==> src/rtl/pbfl_pkg.sv <==
package pbfl_pkg;
   // ==========================================
   // Widths
   localparam int DATA_W = 32;
   localparam int ADDR_W = 8;
   localparam int NSPACE = 3;
   localparam int SPACE_W = 2;
   localparam int WCODE_W = 2;

   // ==========================================
   // Register offsets
   localparam logic [ADDR_W-1:0] OFS_PINCTL = 8'h00;
   localparam logic [ADDR_W-1:0] OFS_WIDTH = 8'h04;
   localparam logic [ADDR_W-1:0] OFS_BASE0 = 8'h10;
   localparam logic [ADDR_W-1:0] OFS_REMAP0 = 8'h20;
   localparam logic [ADDR_W-1:0] OFS_BOOT = 8'h30;
   localparam logic [ADDR_W-1:0] OFS_STEP = 8'h04;

   // ==========================================
   // Pin control field positions
   localparam int BIT_USER_OUT = 16;
   localparam int BIT_USER_IN = 17;
   localparam int BIT_CLK = 24;
   localparam int BIT_SEL = 25;
   localparam int BIT_DOUT = 26;
   localparam int BIT_DIN = 27;
   localparam int BIT_IEN = 31;
   localparam int BIT_BASE_EN = 0;
   localparam logic [DATA_W-1:0] PINCTL_WMASK = 32'h8701_0000;
   localparam logic [DATA_W-1:0] PINCTL_RST = 32'h0000_0000;
   localparam logic [DATA_W-1:0] ZERO_WORD = 32'h0000_0000;

   // ==========================================
   // Local width codes
   localparam logic [WCODE_W-1:0] WID_8 = 2'h0;
   localparam logic [WCODE_W-1:0] WID_16 = 2'h1;
   localparam logic [2:0] BYTES_1 = 3'h1;
   localparam logic [2:0] BYTES_2 = 3'h2;
   localparam logic [2:0] BYTES_4 = 3'h4;

   // ==========================================
   // Timing
   localparam int CLK_NS = 20;
   localparam int PROM_HALF_NS = 500;
   localparam int PROM_HALF_CYC = PROM_HALF_NS / CLK_NS;
   localparam int BOOT_BITS = 16;

   typedef enum logic [1:0] {BT_RUN, BT_DONE} pbfl_boot_e;
   typedef enum logic {DS_IDLE, DS_BEAT} pbfl_ds_e;
endpackage : pbfl_pkg

==> src/rtl/pbfl_loader.sv <==
`timescale 1ns/1ns
module pbfl_loader #(
   parameter int WIN_BITS = 16,
   parameter int BOOT_BITS = pbfl_pkg::BOOT_BITS,
   parameter int HALF_CYC = pbfl_pkg::PROM_HALF_CYC,
   parameter bit BOOT_EN = 1'b1
) (
   input wire logic clk,
   input wire logic nrst,
   input wire logic [pbfl_pkg::ADDR_W-1:0] regAddr,
   input wire logic [pbfl_pkg::DATA_W-1:0] regWrData,
   input wire logic regWr,
   input wire logic regRd,
   output logic [pbfl_pkg::DATA_W-1:0] regRdData,
   input wire logic dsWr,
   input wire logic [pbfl_pkg::DATA_W-1:0] dsAddr,
   input wire logic [pbfl_pkg::DATA_W-1:0] dsData,
   output logic dsBusy,
   output logic localWr,
   output logic [pbfl_pkg::DATA_W-1:0] localAddr,
   output logic [pbfl_pkg::DATA_W-1:0] localData,
   output logic [pbfl_pkg::SPACE_W-1:0] localSpace,
   output logic bootDone,
   output logic serialPromClock,
   output logic serialPromSelect,
   output logic serialPromDataOutput,
   output logic serialPromDataOeN,
   input wire logic serialPromDataInput,
   output logic userOutputPin,
   input wire logic userInputPin
);
   import pbfl_pkg::*;

   // ==========================================
   // Helper functions
   // Bytes moved per local beat for a width code
   function automatic logic [2:0] stepBytes(
      input logic [WCODE_W-1:0] code
   );
      if (code == WID_8) begin
         return BYTES_1;
      end else if (code == WID_16) begin
         return BYTES_2;
      end
      return BYTES_4;
   endfunction : stepBytes

   // Beats per host word for a width code
   function automatic logic [2:0] beatCount(
      input logic [WCODE_W-1:0] code
   );
      if (code == WID_8) begin
         return BYTES_4;
      end else if (code == WID_16) begin
         return BYTES_2;
      end
      return BYTES_1;
   endfunction : beatCount

   // Enabled window compare
   function automatic logic spaceHit(
      input logic [DATA_W-1:0] addr,
      input logic [DATA_W-1:0] base
   );
      return base[BIT_BASE_EN] &&
         addr[DATA_W-1:WIN_BITS] == base[DATA_W-1:WIN_BITS];
   endfunction : spaceHit

   // ==========================================
   // Pin input synchronisers
   logic [1:0] sync1;
   logic [1:0] sync2;
   logic [1:0] sync3;
   logic [1:0] pinIn;
   logic dataIn;
   logic userIn;

   // Three stages, accept when last two agree
   always_ff @(posedge clk) begin
      if (!nrst) begin
         sync1 <= 2'h0;
         sync2 <= 2'h0;
         sync3 <= 2'h0;
         pinIn <= 2'h0;
      end else begin
         sync1 <= {userInputPin, serialPromDataInput};
         sync2 <= sync1;
         sync3 <= sync2;
         for (int i = 0; i < 2; i++) begin
            if (sync2[i] == sync3[i]) begin
               pinIn[i] <= sync3[i];
            end
         end
      end
   end

   assign dataIn = pinIn[0];
   assign userIn = pinIn[1];

   // ==========================================
   // Registers
   logic [DATA_W-1:0] ctrl;
   logic [DATA_W-1:0] base [NSPACE];
   logic [DATA_W-1:0] remap [NSPACE];
   logic [NSPACE*WCODE_W-1:0] widthCfg;
   logic [BOOT_BITS-1:0] bootWord;
   logic pinCtlWr;

   assign pinCtlWr = regWr && regAddr == OFS_PINCTL;

   // Pin control, held until rewritten
   always_ff @(posedge clk) begin
      if (!nrst) begin
         ctrl <= PINCTL_RST;
      end else if (pinCtlWr) begin
         ctrl <= regWrData & PINCTL_WMASK;
      end
   end

   // Space windows and widths
   always_ff @(posedge clk) begin
      if (!nrst) begin
         widthCfg <= '0;
         for (int i = 0; i < NSPACE; i++) begin
            base[i] <= ZERO_WORD;
            remap[i] <= ZERO_WORD;
         end
      end else if (regWr) begin
         if (regAddr == OFS_WIDTH) begin
            widthCfg <= regWrData[NSPACE*WCODE_W-1:0];
         end
         for (int i = 0; i < NSPACE; i++) begin
            if (regAddr == OFS_BASE0 + ADDR_W'(i) * OFS_STEP) begin
               base[i] <= regWrData;
            end
            if (regAddr == OFS_REMAP0 + ADDR_W'(i) * OFS_STEP) begin
               remap[i] <= regWrData;
            end
         end
      end
   end

   // Read mux, unmapped reads zero
   logic [DATA_W-1:0] next_rdData;
   always_comb begin
      next_rdData = ZERO_WORD;
      if (regAddr == OFS_PINCTL) begin
         next_rdData = ctrl;
         next_rdData[BIT_USER_IN] = userIn;
         next_rdData[BIT_DIN] = dataIn & ctrl[BIT_IEN];
      end else if (regAddr == OFS_WIDTH) begin
         next_rdData[NSPACE*WCODE_W-1:0] = widthCfg;
      end else if (regAddr == OFS_BOOT) begin
         next_rdData[BOOT_BITS-1:0] = bootWord;
      end
      for (int i = 0; i < NSPACE; i++) begin
         if (regAddr == OFS_BASE0 + ADDR_W'(i) * OFS_STEP) begin
            next_rdData = base[i];
         end
         if (regAddr == OFS_REMAP0 + ADDR_W'(i) * OFS_STEP) begin
            next_rdData = remap[i];
         end
      end
   end

   // Read data valid one cycle after strobe
   always_ff @(posedge clk) begin
      if (!nrst) begin
         regRdData <= ZERO_WORD;
      end else if (regRd) begin
         regRdData <= next_rdData;
      end else begin
         regRdData <= ZERO_WORD;
      end
   end

   // ==========================================
   // Boot fetch from the serial PROM
   pbfl_boot_e bootState;
   logic [15:0] divCnt;
   logic tick;
   logic bootClk;
   logic [15:0] bitCnt;

   // Half period enable for the PROM clock
   always_ff @(posedge clk) begin
      if (!nrst) begin
         divCnt <= 16'h0000;
         tick <= 1'b0;
      end else if (divCnt == 16'(HALF_CYC - 1)) begin
         divCnt <= 16'h0000;
         tick <= 1'b1;
      end else begin
         divCnt <= divCnt + 16'h0001;
         tick <= 1'b0;
      end
   end

   // Clock bits in on rising edge, then idle
   always_ff @(posedge clk) begin
      if (!nrst) begin
         bootState <= BOOT_EN ? BT_RUN : BT_DONE;
         bootClk <= 1'b0;
         bitCnt <= 16'h0000;
         bootWord <= '0;
         bootDone <= 1'b0;
      end else begin
         unique case (bootState)
            BT_RUN: begin
               if (tick && !bootClk) begin
                  bootClk <= 1'b1;
                  bootWord <= {bootWord[BOOT_BITS-2:0], dataIn};
                  bitCnt <= bitCnt + 16'h0001;
               end else if (tick) begin
                  bootClk <= 1'b0;
                  if (bitCnt == 16'(BOOT_BITS)) begin
                     bootState <= BT_DONE;
                  end
               end
            end
            BT_DONE: begin
               bootClk <= 1'b0;
               bootDone <= 1'b1;
            end
         endcase
      end
   end

   // ==========================================
   // PROM and user pins
   // Boot owns the PROM pins while fetching, else software; user pin always software
   always_ff @(posedge clk) begin
      if (!nrst) begin
         serialPromClock <= 1'b0;
         serialPromSelect <= 1'b0;
         serialPromDataOutput <= 1'b0;
         serialPromDataOeN <= 1'b1;
         userOutputPin <= 1'b0;
      end else begin
         userOutputPin <= ctrl[BIT_USER_OUT];
         if (bootState == BT_RUN) begin
            serialPromClock <= bootClk;
            serialPromSelect <= 1'b1;
            serialPromDataOutput <= 1'b0;
            serialPromDataOeN <= 1'b1;
         end else begin
            serialPromClock <= ctrl[BIT_CLK];
            serialPromSelect <= ctrl[BIT_SEL];
            serialPromDataOutput <= ctrl[BIT_DOUT];
            serialPromDataOeN <= ctrl[BIT_IEN];
         end
      end
   end

   // ==========================================
   // Direct slave path to the local bus
   pbfl_ds_e dsState;
   logic hitAny;
   logic [SPACE_W-1:0] hitIdx;
   logic [WCODE_W-1:0] hitWid;
   logic [DATA_W-1:0] xlate;
   logic [2:0] step;
   logic [2:0] beatsLeft;

   // Lowest numbered enabled space wins
   always_comb begin
      hitAny = 1'b0;
      hitIdx = '0;
      for (int i = NSPACE - 1; i >= 0; i--) begin
         if (spaceHit(dsAddr, base[i])) begin
            hitAny = 1'b1;
            hitIdx = SPACE_W'(i);
         end
      end
      hitWid = widthCfg[hitIdx*WCODE_W +: WCODE_W];
      xlate = {remap[hitIdx][DATA_W-1:WIN_BITS],
         dsAddr[WIN_BITS-1:0]};
   end

   // Split host word into beats of the space width
   always_ff @(posedge clk) begin
      if (!nrst) begin
         dsState <= DS_IDLE;
         dsBusy <= 1'b0;
         localWr <= 1'b0;
         localAddr <= ZERO_WORD;
         localData <= ZERO_WORD;
         localSpace <= '0;
         step <= BYTES_4;
         beatsLeft <= 3'h0;
      end else begin
         unique case (dsState)
            DS_IDLE: begin
               localWr <= 1'b0;
               if (dsWr && hitAny) begin
                  localWr <= 1'b1;
                  localAddr <= xlate;
                  localData <= dsData;
                  localSpace <= hitIdx;
                  step <= stepBytes(hitWid);
                  beatsLeft <= beatCount(hitWid) - 3'h1;
                  if (beatCount(hitWid) != BYTES_1) begin
                     dsState <= DS_BEAT;
                     dsBusy <= 1'b1;
                  end
               end
            end
            DS_BEAT: begin
               localWr <= 1'b1;
               localAddr <= localAddr + DATA_W'(step);
               localData <= localData >> {step, 3'h0};
               beatsLeft <= beatsLeft - 3'h1;
               if (beatsLeft == 3'h1) begin
                  dsState <= DS_IDLE;
                  dsBusy <= 1'b0;
               end
            end
         endcase
      end
   end
endmodule : pbfl_loader

==> config.mk <==
export PLATFORM = sky130hd
export DESIGN_NAME = pbfl_loader
export DESIGN_NICKNAME = d
export VERILOG_FILES = /design/src/rtl/pbfl_pkg.sv /design/src/rtl/pbfl_loader.sv
export SDC_FILE = /design/constraint.sdc
export NUM_CORES = 1
export LEC_CHECK = 0
export BUFFER_PORTS_ARGS = -buffer_cell sky130_fd_sc_hd__buf_4
export CORE_ASPECT_RATIO = 0.6
export CORE_MARGIN = 4
export CORE_UTILIZATION = 42
export CTS_CLUSTER_SIZE = 16
export DETAILED_ROUTE_END_ITERATION = 12
export PLACE_DENSITY_LB_ADDON = 0.25
export SLEW_MARGIN = 20
export SYNTH_ARGS = -nofsm -noshare
export SYNTH_HDL_FRONTEND = slang
export SYNTH_SLANG_ARGS = --single-unit
export TNS_END_PERCENT = 50
==> constraint.sdc <==
create_clock -name clk -period 3.7 [get_ports clk]
set_input_delay 0.925 -clock clk [delete_from_list [all_inputs] [get_ports clk]]
set_output_delay 0.925 -clock clk [all_outputs]
set_load 0.05 [all_outputs]
==> reports/metrics.yaml <==
yosys:
  ys_types: 69
  synthArstFlopShare: 0
  synth_edf_count: 192
  ys_ff_latch: 375
  yosysWarnings: 0
  synth_seq_area_share: 0.578
  synth_nets: 1631
  avgSynthCellArea_um2: 10.8
  synth_ff_type: "edfxtp_1"
  syn_area_um2: 16300
  synthCells: 1510
timing:
  max_freq_mhz: 312
  rsz0062_at_grt: "false"
  setup_viol: 0
  hold_slack_ns: 0.435
  maxSlewViolCount: 0
  hold_viol_final: 0
  layout_min_cycle_time_ns: 3.20
  max_slew_margin: 0.447
  fin_ws_ns: 0.498
  final.setup.tns_ns: 0
  worst_pin_slew_ns: 0.825
  min_period_over_period: 0.865
  clock_skew_ns: 0.0257
global_routing:
  grt_pass1_vias: 12600
  track_usage: 0.241
  grt_overflow: 0
  antenna_found_initial: 2
  grt_pass1_wl_um: 79000
  grt_max_degree: 66
placed_design:
  detailed_place_hpwl_um: 36600
  gp_congestion: 0.938
  dp_slack_ns: 0.0528
  io_buffers: 216
  placed_cells: 2204
power:
  leakage_nw: 7.12
  power_density_nw_per_um2: 441
  peakVddDrop_mv: 0.294
cells_and_area:
  drive_gt1_frac: 0.215
  area_growth_pct: 22.7
  nNetsFinal: 1851
  stdcell_count: 2273
worst_setup_path:
  cp-end-kind: "flip-flop"
  worst_ep_arrival_time_ns: 3.62
  worstSetupStartpointType: "input port"
  crit_type: "in2reg"
  path_max_fanout: 12
  required_ns: 4.12
clock_network:
  cts.repair.resized: 0
  clk_latency_ns: 0.55
  cts_hold_buf: 0
  numClockSinks: 375
  htree_levels: 2
  cts-root-buf: "clkbuf_16"
  postCtsSetupBuffers: 0
  cts_tree: "yes"
  cts_buffers: 37
  clk_pin_slew_ns: 0.06
  cts_max_path_buffers: 3
routing:
  drc: 0
  wl_per_cell_um: 23.2
  ant_nets: 0
  num_vias: 13200
  totalWireLength_um: 52700
  first_pass_iters: 8
  drt_iter0_drc: 1418
  routed_via_density: 5.81
die:
  core_um2: 38000
  start_util: 0.429
  die_area_um2: 42200
  die_h_um: 161
  row_count: 55
  io_pins: 217
  die_w_um: 262
worst_hold_path:
  min_path_type: "reg2reg"
outcome:
  status: "complete, no violations"
flow_run:
  cap_viol_max_count: 0
[through the flow]
step	total power [mW]	area, µm²	util
2_1_floorplan	4.79	16300	-
3_3_place_gp	5.05	18800	0.494
4_1_cts	8.86	20000	0.527
6_report	8.82	20000	0.527
3_5_place_dp	5.05	18800	0.494
5_1_grt	9.08	20000	0.527
[routing by layer]
| metal | share of wire | track usage |
|---|---|---|
| met4 | 0.019 | 0.0553 |
| met3 | 0.098 | 0.0617 |
| met2 | 0.42 | 0.344 |
| met5 | 0.00025 | 0 |
| met1 | 0.46 | 0.366 |
[path summary, 6_finish.rpt]
check / from / to / depth (start not counted) / slack (ns)
max: dsAddr[16] / localData[23]$_SDFFE_PN0P_ / 8 / 0.50
min: sync1[0]$_SDFF_PN0_ / sync2[0]$_SDFF_PN0_ / 1 / 0.44
max reg2reg: base[0][16]$_DFFE_PP_ / localData[23]$_SDFFE_PN0P_ / 7 / 0.57
min reg2reg: sync1[0]$_SDFF_PN0_ / sync2[0]$_SDFF_PN0_ / 1 / 0.44
[cells by family after synthesis]
family | after synthesis | synth area share
DFF | 375 | 0.578
buffers and inverters | 117 | 0.0284
AOI/OAI and AO/OA | 351 | 0.151
muxes | 57 | 0.0358
adders and majority gates | 10 | 0.00813
and+or+nand+nor | 524 | 0.158
xor gates and xnor gates | 76 | 0.0408
[cells in the final DEF, fill, tap and decap left out, types with 6 or more instances in the layout]
cell and n:
buf_12 10, clkbuf_8 7, clkinv_2 6, o221a_2 11
clkbuf_16 38, nand2_1 169, xor2_1 32, a211oi_1 9
buf_4 259, o21a_1 9, nand4_1 20, dfxtp_1 183
inv_1 28, nand3_1 49, nand2b_1 9, edfxtp_1 192
xnor2_1 44, nor3_1 26, nor2_2 6, a221oi_1 9
or3_1 11, and2_1 76, o22ai_1 10, a222oi_1 18
and3_1 12, a31oi_1 22, a22oi_1 72, o21ai_0 31
a21oi_1 98, and4_1 7, nor4_1 12, o2bb2ai_1 21
mux2_2 11, mux2i_1 46, nor2_1 97, ha_1 9
[synthesized netlist by cell type (all sizes together), types with 11 or more instances]
| master | instances | share of area |
|---|---|---|
| edfxtp | 192 | 0.35 |
| dfxtp | 183 | 0.22 |
| nand2 | 169 | 0.039 |
| nor2 | 103 | 0.024 |
| a21oi | 99 | 0.031 |
| and2 | 76 | 0.029 |
| clkbuf | 75 | 0.017 |
| a22oi | 72 | 0.033 |
| nand3 | 49 | 0.015 |
| mux2i | 46 | 0.028 |
| xnor2 | 44 | 0.024 |
| xor2 | 32 | 0.017 |
| o21ai | 31 | 0.0095 |
| inv | 29 | 0.0067 |
| nor3 | 26 | 0.0080 |
| a31oi | 23 | 0.0092 |
| o2bb2ai | 21 | 0.011 |
| nand4 | 20 | 0.0077 |
| a222oi | 18 | 0.011 |
| buf | 13 | 0.0044 |
| nor4 | 13 | 0.0054 |
| and3 | 12 | 0.0046 |
| mux2 | 11 | 0.0076 |
| o221a | 11 | 0.0076 |
| or3 | 11 | 0.0042 |
[where the power goes]
group	switching [mW]	internal (mW)
sequential	0.0706	4.48
clock	1.66	2.19
combinational	0.253	0.170
[state kept, by name, indices dropped and copies added, names as in the netlist, 3 cells and up]
| register | count |
|---|---|
| base | 96 |
| beatsLeft | 3 |
| bitCnt | 16 |
| bootWord | 16 |
| ctrl | 5 |
| divCnt | 16 |
| localAddr | 32 |
| localData | 32 |
| regRdData | 32 |
| remap | 96 |
| step | 3 |
| widthCfg | 6 |
[worst max-delay path: stages]
cell     delay (ns)
buf_4          0.14
xor2_1         0.37
nor2_1         0.10
and4_1         0.25
and2_1         0.17
o31ai_2        0.71
nand2_1        0.52
o221a_2        0.43
[layout make-up]
class / instances / area [µm²]
clock inverters: 18 / 174
flip-flops and latches: 375 / 9430
diodes: 1 / 2.50
inverters: 29 / 109
clock buffers: 50 / 1070
well taps: 513 / 642
fillers: 3395 / 18000
repair buffers: 269 / 2140
multi-input cells: 1018 / 6440
(Power assumes the default switching activity.)
